<file path="src/logic/status_sync_pkg.sv">
// constants and types shared by the status and synchronisation command block
package status_sync_pkg;

  localparam int CLK_PERIOD_NS = 5;
  localparam int SELF_TEST_TIME_NS = 2000;
  localparam int SELF_TEST_CYCLES = (SELF_TEST_TIME_NS + CLK_PERIOD_NS - 1) / CLK_PERIOD_NS;

  typedef enum logic [3:0] {
    CMD_NONE = 4'h0,
    CMD_SELF_TEST_Q = 4'h1,
    CMD_OP_COMPLETE = 4'h2,
    CMD_OP_COMPLETE_Q = 4'h3,
    CMD_WAIT = 4'h4,
    CMD_CLEAR_STATUS = 4'h5,
    CMD_EVT_ENABLE_W = 4'h6,
    CMD_EVT_ENABLE_Q = 4'h7,
    CMD_EVT_STATUS_Q = 4'h8,
    CMD_SRQ_ENABLE_W = 4'h9,
    CMD_SRQ_ENABLE_Q = 4'hA,
    CMD_STATUS_BYTE_Q = 4'hB
  } cmd_code_t;

  // event status latch and enable mask bit positions
  localparam int BIT_POWER_ON = 7;
  localparam int BIT_USER_REQUEST = 6;
  localparam int BIT_COMMAND_ERROR = 5;
  localparam int BIT_EXECUTION_ERROR = 4;
  localparam int BIT_DEVICE_DEP_ERROR = 3;
  localparam int BIT_QUERY_ERROR = 2;
  localparam int BIT_REQUEST_CONTROL = 1;
  localparam int BIT_OP_COMPLETE = 0;

  // status byte bit positions
  localparam int STB_MASTER_SUMMARY = 6;
  localparam int STB_EVENT_SUMMARY = 5;
  localparam int STB_MESSAGE_AVAIL = 4;
  localparam int STB_DEV_SUMMARY_ONE = 1;
  localparam int STB_DEV_SUMMARY_ZERO = 0;

  // self-test result bit positions
  localparam int TST_PROGRAM_MEM = 0;
  localparam int TST_WORK_RAM = 1;
  localparam int TST_NONVOL_MEM = 2;

  localparam logic [7:0] EVT_STATUS_RESET = 8'h80;
  localparam logic [7:0] EVT_ENABLE_RESET = 8'h00;
  localparam logic [7:0] SRQ_ENABLE_RESET = 8'h00;
  localparam logic [7:0] SERIAL_UNUSED_MASK = 8'h43;
  localparam logic [7:0] SRQ_WRITABLE_MASK = 8'h33;
  localparam logic [7:0] ASCII_ONE = 8'h31;

endpackage

</file>
<file path="src/logic/self_test_if.sv">
// handshake between the command sequencer and the self-test unit
`timescale 1ns/1ps
`default_nettype none
interface self_test_if;
  logic start;
  logic busy;
  logic done;
  logic [2:0] result;
  modport ctrl (output start, input busy, input done, input result);
  modport unit (input start, output busy, output done, output result);
endinterface
`default_nettype wire

</file>
<file path="src/logic/self_test_unit.sv">
// timed self-test run that collects the three memory fault indications
`timescale 1ns/1ps
`default_nettype none
module self_test_unit
  import status_sync_pkg::*;
#(
  parameter int TEST_CYCLES = SELF_TEST_CYCLES
)(
  input wire logic i_clk_sys,
  input wire logic i_rstn,
  input wire logic i_fault_program_mem,
  input wire logic i_fault_work_ram,
  input wire logic i_fault_nonvol_mem,
  self_test_if.unit st
);

  initial
  begin
    if (TEST_CYCLES < 1 || TEST_CYCLES > 65535)
      $error("self_test_unit: TEST_CYCLES out of range");
  end

  logic [15:0] count_r;
  logic busy_r;
  logic done_r;
  logic [2:0] result_r;
  logic last_cycle;
  logic [2:0] fault_vec;

  assign last_cycle = busy_r && (count_r == 16'h0001);
  assign fault_vec[TST_PROGRAM_MEM] = i_fault_program_mem;
  assign fault_vec[TST_WORK_RAM] = i_fault_work_ram;
  assign fault_vec[TST_NONVOL_MEM] = i_fault_nonvol_mem;

  always_ff @(posedge i_clk_sys or negedge i_rstn)
  begin
    if (!i_rstn)
    begin
      count_r <= 16'h0000;
      busy_r <= 1'b0;
      done_r <= 1'b0;
      result_r <= 3'h0;
    end
    else
    begin
      done_r <= last_cycle;
      if (st.start && !busy_r)
      begin
        busy_r <= 1'b1;
        count_r <= 16'(TEST_CYCLES);
      end
      else if (last_cycle)
      begin
        busy_r <= 1'b0;
        count_r <= 16'h0000;
        result_r <= fault_vec;
      end
      else if (busy_r)
        count_r <= count_r - 16'h0001;
    end
  end

  assign st.busy = busy_r;
  assign st.done = done_r;
  assign st.result = result_r;
endmodule
`default_nettype wire

</file>
<file path="src/logic/status_sync_commands.sv">
// common self-test, synchronisation and status command interpreter
`timescale 1ns/1ps
`default_nettype none
module status_sync_commands
  import status_sync_pkg::*;
#(
  parameter int TEST_CYCLES = SELF_TEST_CYCLES
)(
  input wire logic i_clk_sys,
  input wire logic i_rstn,
  input wire logic i_link_gpib,
  input wire logic i_cmd_valid,
  input wire logic [3:0] i_cmd_code,
  input wire logic [7:0] i_cmd_arg,
  output logic o_cmd_ready,
  input wire logic i_prior_busy,
  output logic o_resp_valid,
  output logic [7:0] o_resp_data,
  output logic o_resp_text,
  input wire logic i_resp_ready,
  input wire logic [7:0] i_event_set,
  input wire logic [7:0] i_dev_event_zero,
  input wire logic [7:0] i_dev_event_one,
  input wire logic i_msg_available,
  input wire logic i_fault_program_mem,
  input wire logic i_fault_work_ram,
  input wire logic i_fault_nonvol_mem,
  output logic [7:0] o_event_status,
  output logic [7:0] o_status_byte,
  output logic o_clear_status
);

  typedef enum logic [1:0] {
    ST_IDLE = 2'b00,
    ST_WAIT_PRIOR = 2'b01,
    ST_TEST = 2'b10,
    ST_RESPOND = 2'b11
  } state_t;

  state_t state_r;
  state_t state_nxt;
  cmd_code_t code_r;
  cmd_code_t code_in;
  logic [7:0] event_status_latch_r;
  logic [7:0] event_status_latch_nxt;
  logic [7:0] event_enable_mask_r;
  logic [7:0] srq_enable_r;
  logic [7:0] device_event_status_zero_r;
  logic [7:0] device_event_status_one_r;
  logic resp_valid_r;
  logic [7:0] resp_data_r;
  logic resp_text_r;
  logic [7:0] status_byte_r;
  logic clear_status_r;

  self_test_if st();

  self_test_unit #(.TEST_CYCLES(TEST_CYCLES)) self_test_unit_i (
    .i_clk_sys(i_clk_sys),
    .i_rstn(i_rstn),
    .i_fault_program_mem(i_fault_program_mem),
    .i_fault_work_ram(i_fault_work_ram),
    .i_fault_nonvol_mem(i_fault_nonvol_mem),
    .st(st)
  );

  wire logic take;
  wire logic is_known;
  wire logic do_clear;
  wire logic do_read_clear;
  wire logic prior_done;
  wire logic opc_fire;
  wire logic [7:0] link_mask;
  wire logic [7:0] set_vec;
  wire logic [7:0] set_gated;
  wire logic [7:0] stb_low;
  wire logic master_summary;
  wire logic [7:0] status_byte_now;
  wire logic [7:0] esr_read;

  assign code_in = cmd_code_t'(i_cmd_code);
  assign o_cmd_ready = (state_r == ST_IDLE);
  assign take = i_cmd_valid && o_cmd_ready;
  assign is_known = (i_cmd_code >= 4'h1) && (i_cmd_code <= 4'hB);
  assign do_clear = take && code_in == CMD_CLEAR_STATUS;
  assign do_read_clear = take && code_in == CMD_EVT_STATUS_Q;
  assign prior_done = (state_r == ST_WAIT_PRIOR) && !i_prior_busy;
  assign opc_fire = prior_done && code_r == CMD_OP_COMPLETE;

  // serial link hides user request, request control and operation complete
  assign link_mask = i_link_gpib ? 8'hFF : ~SERIAL_UNUSED_MASK;
  // an unknown code raises the command error flag
  assign set_vec = i_event_set
                 | {7'h00, opc_fire}
                 | ((take && !is_known) ? (8'h01 << BIT_COMMAND_ERROR) : 8'h00);
  assign set_gated = set_vec & link_mask;
  assign esr_read = event_status_latch_r & link_mask;

  // set wins over clear so an event in the clearing cycle is kept
  assign event_status_latch_nxt = ((do_clear || do_read_clear) ? 8'h00 : event_status_latch_r)
                                  | set_gated;

  assign stb_low[7:6] = 2'b00;
  assign stb_low[STB_EVENT_SUMMARY] = |(event_status_latch_r & event_enable_mask_r);
  assign stb_low[STB_MESSAGE_AVAIL] = i_msg_available;
  assign stb_low[3:2] = 2'b00;
  assign stb_low[STB_DEV_SUMMARY_ONE] = |device_event_status_one_r;
  assign stb_low[STB_DEV_SUMMARY_ZERO] = |device_event_status_zero_r;
  assign master_summary = |(stb_low & srq_enable_r);
  assign status_byte_now = stb_low | (master_summary ? (8'h01 << STB_MASTER_SUMMARY) : 8'h00);

  always_comb
  begin
    state_nxt = state_r;
    case (state_r)
      ST_IDLE:
      begin
        if (take)
        begin
          case (code_in)
            CMD_OP_COMPLETE, CMD_OP_COMPLETE_Q, CMD_WAIT: state_nxt = ST_WAIT_PRIOR;
            CMD_SELF_TEST_Q: state_nxt = ST_TEST;
            CMD_EVT_ENABLE_Q, CMD_EVT_STATUS_Q, CMD_SRQ_ENABLE_Q,
            CMD_STATUS_BYTE_Q: state_nxt = ST_RESPOND;
            default: state_nxt = ST_IDLE;
          endcase
        end
      end
      ST_WAIT_PRIOR:
      begin
        if (!i_prior_busy)
          state_nxt = (code_r == CMD_OP_COMPLETE_Q) ? ST_RESPOND : ST_IDLE;
      end
      ST_TEST:
      begin
        if (st.done)
          state_nxt = ST_RESPOND;
      end
      ST_RESPOND:
      begin
        if (i_resp_ready)
          state_nxt = ST_IDLE;
      end
      default: state_nxt = ST_IDLE;
    endcase
  end

  assign st.start = take && code_in == CMD_SELF_TEST_Q;

  always_ff @(posedge i_clk_sys or negedge i_rstn)
  begin
    if (!i_rstn)
    begin
      state_r <= ST_IDLE;
      code_r <= CMD_NONE;
      event_status_latch_r <= EVT_STATUS_RESET;
      event_enable_mask_r <= EVT_ENABLE_RESET;
      srq_enable_r <= SRQ_ENABLE_RESET;
      device_event_status_zero_r <= 8'h00;
      device_event_status_one_r <= 8'h00;
      status_byte_r <= 8'h00;
      clear_status_r <= 1'b0;
    end
    else
    begin
      state_r <= state_nxt;
      if (take)
        code_r <= code_in;
      event_status_latch_r <= event_status_latch_nxt;
      if (take && code_in == CMD_EVT_ENABLE_W)
        event_enable_mask_r <= i_cmd_arg;
      if (take && code_in == CMD_SRQ_ENABLE_W)
        srq_enable_r <= i_cmd_arg & SRQ_WRITABLE_MASK;
      device_event_status_zero_r <= (do_clear ? 8'h00 : device_event_status_zero_r)
                                    | i_dev_event_zero;
      device_event_status_one_r <= (do_clear ? 8'h00 : device_event_status_one_r)
                                   | i_dev_event_one;
      status_byte_r <= status_byte_now;
      // output queue is never touched here on either link
      clear_status_r <= do_clear;
    end
  end

  always_ff @(posedge i_clk_sys or negedge i_rstn)
  begin
    if (!i_rstn)
    begin
      resp_valid_r <= 1'b0;
      resp_data_r <= 8'h00;
      resp_text_r <= 1'b0;
    end
    else if (state_r == ST_RESPOND && i_resp_ready)
      resp_valid_r <= 1'b0;
    else if (take)
    begin
      resp_text_r <= 1'b0;
      resp_valid_r <= (state_nxt == ST_RESPOND);
      case (code_in)
        CMD_EVT_ENABLE_Q: resp_data_r <= event_enable_mask_r;
        CMD_EVT_STATUS_Q: resp_data_r <= esr_read;
        CMD_SRQ_ENABLE_Q: resp_data_r <= srq_enable_r;
        CMD_STATUS_BYTE_Q: resp_data_r <= status_byte_now;
        default: resp_data_r <= resp_data_r;
      endcase
    end
    else if (prior_done && code_r == CMD_OP_COMPLETE_Q)
    begin
      resp_valid_r <= 1'b1;
      resp_data_r <= ASCII_ONE;
      resp_text_r <= 1'b1;
    end
    else if (state_r == ST_TEST && st.done)
    begin
      resp_valid_r <= 1'b1;
      resp_data_r <= {5'h00, st.result};
      resp_text_r <= 1'b0;
    end
  end

  assign o_resp_valid = resp_valid_r;
  assign o_resp_data = resp_data_r;
  assign o_resp_text = resp_text_r;
  assign o_event_status = esr_read;
  assign o_status_byte = status_byte_r;
  assign o_clear_status = clear_status_r;
endmodule
`default_nettype wire

</file>
<file path="config.mk">
export PLATFORM = sky130hd
export DESIGN_NAME = status_sync_commands
export DESIGN_NICKNAME = d
export VERILOG_FILES = /design/src/logic/status_sync_pkg.sv /design/src/logic/self_test_if.sv /design/src/logic/self_test_unit.sv /design/src/logic/status_sync_commands.sv
export SDC_FILE = /design/constraint.sdc
export NUM_CORES = 1
export LEC_CHECK = 0
export BUFFER_PORTS_ARGS = -buffer_cell sky130_fd_sc_hd__buf_2
export CAP_MARGIN = 40
export CORE_AREA = 5 5 110 123
export CTS_BUF_LIST = sky130_fd_sc_hd__clkbuf_8
export CTS_CLUSTER_SIZE = 20
export DETAILED_ROUTE_END_ITERATION = 7
export DIE_AREA = 0 0 115 128
export HOLD_SLACK_MARGIN = 0.12
export PLACE_DENSITY = 0.64
export REMOVE_ABC_BUFFERS = 1
export SLEW_MARGIN = 30
export SYNTH_ARGS = -nofsm -noshare
export SYNTH_HDL_FRONTEND = slang
export SYNTH_HIERARCHICAL = 1
export SYNTH_SLANG_ARGS = --single-unit
</file>
<file path="constraint.sdc">
create_clock -name i_clk_sys -period 1.9 [get_ports i_clk_sys]
set_input_delay 0.38 -clock i_clk_sys [delete_from_list [all_inputs] [get_ports i_clk_sys]]
set_output_delay 0.38 -clock i_clk_sys [all_outputs]
set_load 0.01 [all_outputs]
</file>
==> impl_metrics.py, run 1 <==
metrics = {
    "status": {
        "status": "finished, final reports clean",
    },
    "global_route": {
        "grt_pass1_wl_mm": 16.6,
        "grt_max_degree": 40,
        "track_usage_pct": 14.4,
        "antenna_found_initial": 3,
        "grt_pass1_vias": 3297,
        "grt_overflow": 0,
    },
    "clock_network": {
        "clk_latency_ns": 0.37,
        "clock-sinks": 79,
        "cts_tree": "done",
        "cts.path.max_buffers": 2,
        "clkTransAtPathRegs_ns": 0.09,
        "cts_max_level": 3,
        "cts-root-buf": "clkbuf_8",
        "numCtsBuffers": 9,
    },
    "floorplan": {
        "dieArea_um2": 14700,
        "fp.coreArea_um2": 12300,
        "die_w_um": 115,
        "die_h_um": 128,
        "rows": 43,
        "ios": 74,
        "start_util_pct": 33.7,
    },
    "worst_setup_path": {
        "r2r_end": "self_test_unit_i/count_r[9]",
        "path_class": "reg2reg",
        "critPathLaunchType": "flip-flop",
        "crit_path_end_kind": "flip-flop",
        "timing.rr.start": "self_test_unit_i/count_r[3]",
        "worst-path-max-fanout": 6,
        "worstRegToRegCells": 5,
        "cp_data_required_time_ns": 2.15,
        "arrival_ns": 2.02,
        "reg2reg_slack_ns": 0.13,
    },
    "yosys": {
        "synth_area_per_cell_um2": 11.0,
        "async_reset_ff_share_pct": 100,
        "seq_area_frac_synth_pct": 47.8,
        "yosysUniqueCellTypes": 77,
        "ys_warn_count": 6,
        "yosys.area_share.simple_pct": 18.2,
        "yosys_register_bits": 79,
        "synth_edf_count": 0,
        "synth_xor_area_share_pct": 0.212,
        "ys.flop_type": "dfrtp_1",
        "synthMuxAreaShare_pct": 5.20,
        "synth_top_family_by_area": "compound AO/OA/AOI/OAI gates",
        "syn_inst": 375,
        "syn_area_um2": 4140,
        "synth_compound_area_share_pct": 20.1,
        "synthAdderAreaFrac_pct": 2.12,
    },
    "hold_path": {
        "hold_start": "i_msg_available",
        "hold_path_depth": 1,
        "min_to": "o_status_byte[4]",
        "min_path_type": "in2reg",
    },
    "placement": {
        "dpl_cell_area_um2": 4720,
        "port_buffers": 70,
        "dpl.hpwl_mm": 7.88,
        "finalWeightedCongestion": 0.880,
        "post-place-ws_ns": 0.00203,
    },
    "timing": {
        "setup_violations": 0,
        "drv_slew": 0,
        "fin_hold_ws_ns": 0.174,
        "fin_crit_sh_pct": 93.3,
        "hold_viol_final": 0,
        "rsz0062_at_grt": "no",
        "worst_slack_ns": 0.128,
        "skew_ns": 0.0125,
        "fin_crit_ns": 1.77,
        "clock.fmax_mhz": 564,
    },
    "detailed_routing": {
        "avgViaCountPerCell": 5.19,
        "totalWireLength_mm": 10.2,
        "routedWlPerCell_um": 16.5,
        "vias": 3231,
        "antenna_left": 0,
        "first_iter_violations": 125,
        "drtPass1Iterations": 4,
        "drc_errors": 0,
    },
    "power_and_ir_drop": {
        "combPwrFrac_pct": 34.9,
        "p_seq_share_pct": 43.0,
        "p_switching_uw": 2190,
        "leakage_uw": 0.00215,
        "clockPowerShare_pct": 22.1,
        "p_total_uw": 5910,
        "p_sw_share_pct": 37.1,
        "vdd.ir_drop.worst_uv": 412,
        "p_int_uw": 3720,
        "powerDensity_nw_per_um2": 1200,
    },
    "final_layout": {
        "layout_commonest_cell": "dfrtp_1",
        "design_area_um2": 4940,
        "nNetsFinal": 512,
        "drive_gt1_share_pct": 31.5,
        "syn_to_final_growth_pct": 19.5,
        "layout_common_cells": "dfrtp_1 (78), buf_2 (69), nand2_1 (38)",
    },
    "flow_run": {
        "maxCapViolations": 0,
    },
}
per-layer routing:
layer | vias to the layer above | wire length, µm | track usage (%)
met5 | - | 14 | 0
met4 | 4 | 166 | 5.18
met3 | 17 | 656 | 3.92
met2 | 84 | 5260 | 24.3
met1 | 1576 | 4150 | 17.4
li1 | 1550 | - | -
power by group through the flow:
stage	Clock, µW	Sequential (µW)	Combinational (µW)
after floorplan	0	2550	1190
after global placement	0	2560	2000
after detailed placement	0	2570	2040
after CTS	1360	2540	2050
after global routing	1420	2600	2280
final	1300	2540	2060
state kept, by name, indices dropped and copies added, names as in the netlist, 3 cells and up:
| name | flops |
|---|---|
| o_status_byte | 5 |
| device_event_status_zero_r | 8 |
| o_resp_data | 8 |
| self_test_unit_i/st.result | 3 |
| event_status_latch_r | 8 |
| code_r | 4 |
| srq_enable_r | 4 |
| event_enable_mask_r | 8 |
| device_event_status_one_r | 8 |
| self_test_unit_i/count_r | 16 |
synth_stat cells, types with 2 or more instances:
library cell / instances / share of area, %
and3_1: 4 / 0.60
nor4b_1: 2 / 0.42
a22oi_1: 4 / 0.73
a21o_1: 23 / 4.2
a32o_1: 2 / 0.48
o31ai_2: 2 / 0.60
nor4_4: 2 / 1.0
nand3b_1: 2 / 0.36
nor2b_1: 3 / 0.45
clkbuf_1: 3 / 0.27
and2_1: 4 / 0.60
nor4_1: 9 / 1.4
inv_1: 11 / 1.0
o211ai_2: 2 / 0.60
buf_4: 10 / 1.8
buf_2: 4 / 0.48
mux2i_1: 2 / 0.48
a32oi_1: 5 / 1.1
o311ai_1: 2 / 0.42
o2111ai_1: 2 / 0.42
o2bb2ai_1: 4 / 0.85
nor2_1: 9 / 0.82
nand3_4: 2 / 0.85
mux2_1: 11 / 3.0
mux2_4: 4 / 1.5
a21oi_1: 12 / 1.5
nand3_1: 15 / 1.8
buf_6: 9 / 2.5
o21ai_0: 8 / 0.97
o211ai_1: 9 / 1.6
ha_1: 7 / 2.1
o21ai_1: 13 / 1.6
nand2_1: 38 / 3.4
dfrtp_1: 78 / 47
a31oi_1: 2 / 0.30
a222oi_1: 2 / 0.48
a22o_1: 4 / 0.85
nand2b_1: 5 / 0.76
or3_1: 5 / 0.76
nor2_4: 2 / 0.54
a211o_1: 2 / 0.42
through the flow:
step           TNS [ns]  util (%)  instances
2_1_floorplan    -0.945         -        349
3_3_place_gp          0      38.5        603
3_5_place_dp          0      38.5        603
4_1_cts               0      40.2        620
5_1_grt               0      40.3        622
6_report              0      40.3        622
worst max-delay path: stages (launching register included):
cell	delay (ns)
dfrtp_1	0.44
nor4_4	0.35
buf_4	0.20
and4b_1	0.26
a2111oi_0	0.12
a211o_1	0.29
cell type report:
| class | instances | area (µm²) |
|---|---|---|
| clock inverters | 6 | 67.6 |
| multi-input cells | 259 | 1910 |
| fillers | 1240 | 7320 |
| flip-flops and latches | 79 | 1980 |
| clock buffers | 10 | 138 |
| inverters | 11 | 41.3 |
| repair buffers | 99 | 611 |
| diodes | 1 | 2.50 |
| well taps | 157 | 196 |
worst max-delay path by stage:
| stage | start | endpoint | slack [ns] |
|---|---|---|---|
| detailed placement | i_cmd_code[1] | self_test_unit_i/count_r[9] | 0.002 |
| global placement | i_cmd_code[1] | self_test_unit_i/count_r[9] | 0.04 |
| finish | self_test_unit_i/count_r[3] | self_test_unit_i/count_r[9] | 0.13 |
| floorplan | state_r[1] | event_enable_mask_r[0] | -0.12 |
| global route | self_test_unit_i/count_r[10] | self_test_unit_i/count_r[14] | 0.02 |
| CTS | event_enable_mask_r[0] | o_resp_data[6] | 0.09 |
kinds of logic after synthesis:
family	Yosys count
AOI/OAI and AO/OA	110
xor gates and xnor gates	1
adders and majority gates	7
buffers and inverters	39
DFF	79
muxes	18
other	1
and+or+nand+nor	120
what timing repair did:
item / 4_1_cts / 5_1_grt
resized for setup: 0 / 1
hold buffers: 1 / 0
hold endpoints to repair: 28 / 0
setup buffers: 0 / 1
setup endpoints to repair: 0 / 3
No activity file was read; power rests on OpenSTA's default activity.
==> run 2: changes to the inputs <==
--- a/config.mk
+++ b/config.mk
@@ -5,13 +5,14 @@
 export SDC_FILE = /design/constraint.sdc
 export NUM_CORES = 1
 export LEC_CHECK = 0
+export ABC_AREA = 1
 export BUFFER_PORTS_ARGS = -buffer_cell sky130_fd_sc_hd__buf_2
 export CAP_MARGIN = 40
-export CORE_AREA = 5 5 110 123
+export CORE_AREA = 5 5 111 123
 export CTS_BUF_LIST = sky130_fd_sc_hd__clkbuf_8
 export CTS_CLUSTER_SIZE = 20
 export DETAILED_ROUTE_END_ITERATION = 7
-export DIE_AREA = 0 0 115 128
+export DIE_AREA = 0 0 116 128
 export HOLD_SLACK_MARGIN = 0.12
 export PLACE_DENSITY = 0.64
 export REMOVE_ABC_BUFFERS = 1
==> run 2 against run 1 <==
Net effect: critical path depth grew 4; final area grew 0.51%; combinational power is essentially flat; global-route usage grew 0.35 points; power shrank 0.49%; sequential share of layout area shrank 0.20 points; largest power group unchanged; worst hold slack gained 0.0020 ns; first-iteration DRC count grew 100%; non-clock buffer count shrank 18; final cell count grew 18%; synthesized cell count grew 31%; synthesized area grew 1.2%.
==> impl_metrics.py, run 2 <==
metrics = {
    "yosys": {
        "ys.flop_type": "dfrtp_1",
        "syn_inst": 492,
        "yosysUniqueCellTypes": 40,
        "synth_top_area_share_pct": 46.6,
        "yosys_register_bits": 79,
        "synth_most_common_cell": "nand2_1",
        "seq_area_frac_synth_pct": 47.3,
        "yosys.area.top_type": "dfrtp_1",
        "syn_area_um2": 4190,
        "synthTopCellsByArea": "dfrtp_1 (47%), nand2_1 (12%), nor2_1 (4.7%)",
        "synth_edf_count": 0,
        "yosys-top-cells-count": "nand2_1 (137), dfrtp_1 (78), nor2_1 (52)",
        "async_reset_ff_share_pct": 100,
        "ys_warn_count": 6,
        "synth_area_per_cell_um2": 8.51,
    },
    "status": {
        "status": "finished, final reports clean",
    },
    "global_route": {
        "grt_overflow": 0,
        "grt_pass1_wl_mm": 17.0,
        "grt_max_degree": 31,
        "antenna_found_initial": 3,
        "grt_pass1_vias": 3591,
        "track_usage_pct": 14.7,
    },
    "hold_path": {
        "hold_path_depth": 1,
        "min_to": "o_status_byte[4]",
        "hold_start": "i_msg_available",
        "min_path_type": "in2reg",
    },
    "power_and_ir_drop": {
        "combPwrFrac_pct": 35.1,
        "clockPowerShare_pct": 22.1,
        "p_seq_share_pct": 42.8,
        "vdd.ir_drop.worst_uv": 652,
        "leakage_uw": 0.00247,
        "p_switching_uw": 2270,
        "p_sw_share_pct": 38.6,
        "powerDensity_nw_per_um2": 1180,
        "p_int_uw": 3610,
    },
    "final_layout": {
        "drive_gt1_share_pct": 26.2,
        "num-fill-cells": 1265,
        "syn_to_final_growth_pct": 18.7,
        "regArea_um2": 1980,
        "largest_reg_flops": 16,
        "layout_common_cells": "nand2_1 (137), dfrtp_1 (78), buf_2 (69)",
        "nNetsFinal": 625,
        "regMostFlops": "self_test_unit_i/count_r",
        "layout_commonest_cell": "nand2_1",
        "fin_util_pct": 40.2,
        "multi_input_area_um2": 1920,
    },
    "floorplan": {
        "rows": 43,
        "ios": 74,
        "die_w_um": 116,
        "fp.coreArea_um2": 12400,
        "start_util_pct": 33.8,
        "die_h_um": 128,
        "dieArea_um2": 14800,
    },
    "detailed_routing": {
        "drtPass1Iterations": 4,
        "routedWlPerCell_um": 13.6,
        "totalWireLength_mm": 10.0,
        "drc_errors": 0,
        "vias": 3461,
        "avgViaCountPerCell": 4.71,
        "first_iter_violations": 252,
        "antenna_left": 0,
    },
    "clock_network": {
        "numCtsBuffers": 9,
        "clock-sinks": 79,
        "cts_max_level": 3,
        "cts.path.max_buffers": 2,
        "cts-root-buf": "clkbuf_8",
        "clkTransAtPathRegs_ns": 0.08,
        "cts_tree": "done",
        "clk_latency_ns": 0.37,
    },
    "worst_setup_path": {
        "r2r_end": "self_test_unit_i/count_r[2]",
        "critPathLaunchType": "flip-flop",
        "timing.rr.start": "state_r[1]",
        "path_class": "reg2reg",
        "arrival_ns": 1.99,
        "worstRegToRegCells": 9,
        "cp_data_required_time_ns": 2.15,
        "cp-startpoint": "state_r[1]",
        "crit_path_end_kind": "flip-flop",
        "worst-path-max-fanout": 15,
        "reg2reg_slack_ns": 0.16,
    },
    "timing": {
        "skew_ns": 0.00901,
        "finalSetupTns_ns": 0,
        "fin_crit_ns": 1.74,
        "relSlewSlack_pct": 58.7,
        "drv_slew": 0,
        "clock.fmax_mhz": 576,
        "hold_viol_final": 0,
        "fin_crit_sh_pct": 91.4,
        "worst_pin_slew_ns": 0.614,
        "setup_violations": 0,
        "rsz0062_at_grt": "no",
    },
    "placement": {
        "port_buffers": 70,
        "dpl.hpwl_mm": 7.96,
        "finalWeightedCongestion": 0.870,
    },
    "flow_run": {
        "maxCapViolations": 0,
    },
}
==> run 2: cell types whose count changed after synthesis, moves of 8 or more <==
| cell | before | now |
|---|---|---|
| nand2_1 | 38 | 137 |
| mux2_1 | 11 | 0 |
| inv_1 | 11 | 46 |
| nand4_1 | 0 | 8 |
| o21ai_1 | 13 | 3 |
| o21ai_0 | 8 | 19 |
| nor2_1 | 9 | 52 |
| nand3_1 | 15 | 26 |
| nor2_2 | 0 | 8 |
==> run 2: routing by layer <==
layer  wire length (µm)  global-route usage (%)  vias up
li1                   -                       -     1724
met1               4260                    18.2     1628
met2               4770                    23.4       86
met3                756                    4.63       19
met4                216                    6.83        4
met5                 27                       0        -
==> run 2: metrics by stage <==
| step | cell area (µm²) | hold slack, ns | worst slack, ns | total power (µW) | std cells |
|---|---|---|---|---|---|
| after floorplan | 4090 | 0.0844 | -0.200 | 3930 | 480 |
| after global placement | 4740 | 0.354 | 0.0940 | 4570 | 717 |
| after detailed placement | 4740 | 0.361 | 0.0507 | 4620 | 717 |
| after CTS | 4960 | 0.147 | 0.0649 | 5970 | 734 |
| after global routing | 4970 | 0.150 | 0.0336 | 6400 | 735 |
| final | 4970 | 0.176 | 0.164 | 5880 | 735 |
==> run 2: how the worst max path moves through the flow <==
stage	endpoint	cells after the start
2_1_floorplan	self_test_unit_i/count_r[2]	8
3_3_place_gp	srq_enable_r[4]	5
3_5_place_dp	event_enable_mask_r[2]	5
4_1_cts	srq_enable_r[4]	5
5_1_grt	self_test_unit_i/count_r[2]	9
6_report	self_test_unit_i/count_r[2]	9
==> run 2: layout make-up <==
class | instances | area share, %
sequential | 79 | 39.8
multi-input combinational | 347 | 38.6
timing repair buffer | 81 | 9.32
inverter | 54 | 4.13
tap | 157 | 3.95
clock buffer | 11 | 3.05
clock inverter | 5 | 1.13
antenna | 1 | 0.0504
==> run 2: worst max-delay path, stage by stage, from the launching register on <==
cell     delay, ns
dfrtp_1       0.43
nor2_2        0.19
nand2_4       0.15
nor4_1        0.19
buf_4         0.19
nor2_8        0.05
inv_4         0.13
nand2_1       0.08
xor2_1        0.14
nor2_1        0.06
==> run 2: cells by family (layout without fill, tap and decap cells) <==
group                      Yosys count  count (layout)  share of synthesized area, %
muxes                                7               7                          1.88
DFF                                 79              79                          47.3
buffers and inverters               68             151                          7.38
xor gates and xnor gates             3               3                         0.628
other                                1               4                        0.0896
and+or+nand+nor                    263             263                          30.8
AOI/OAI and AO/OA                   64              64                          9.90
adders and majority gates            7               7                          2.09
==> run 2: repair_timing <==
action / CTS / global route
hold buffers: 1 / 0
endpoints found under the hold margin: 28 / 0
gates resized for setup: 0 / 2
endpoints found under the setup margin: 0 / 21
buffers inserted: 0 / 0
==> run 2: power by group through the flow <==
stage	clock network, µW	logic [µW]	registers (µW)
CTS	1370	2080	2520
global placement	0	2030	2540
finish	1300	2070	2520
detailed placement	0	2070	2550
global route	1440	2370	2600
floorplan	0	1400	2540
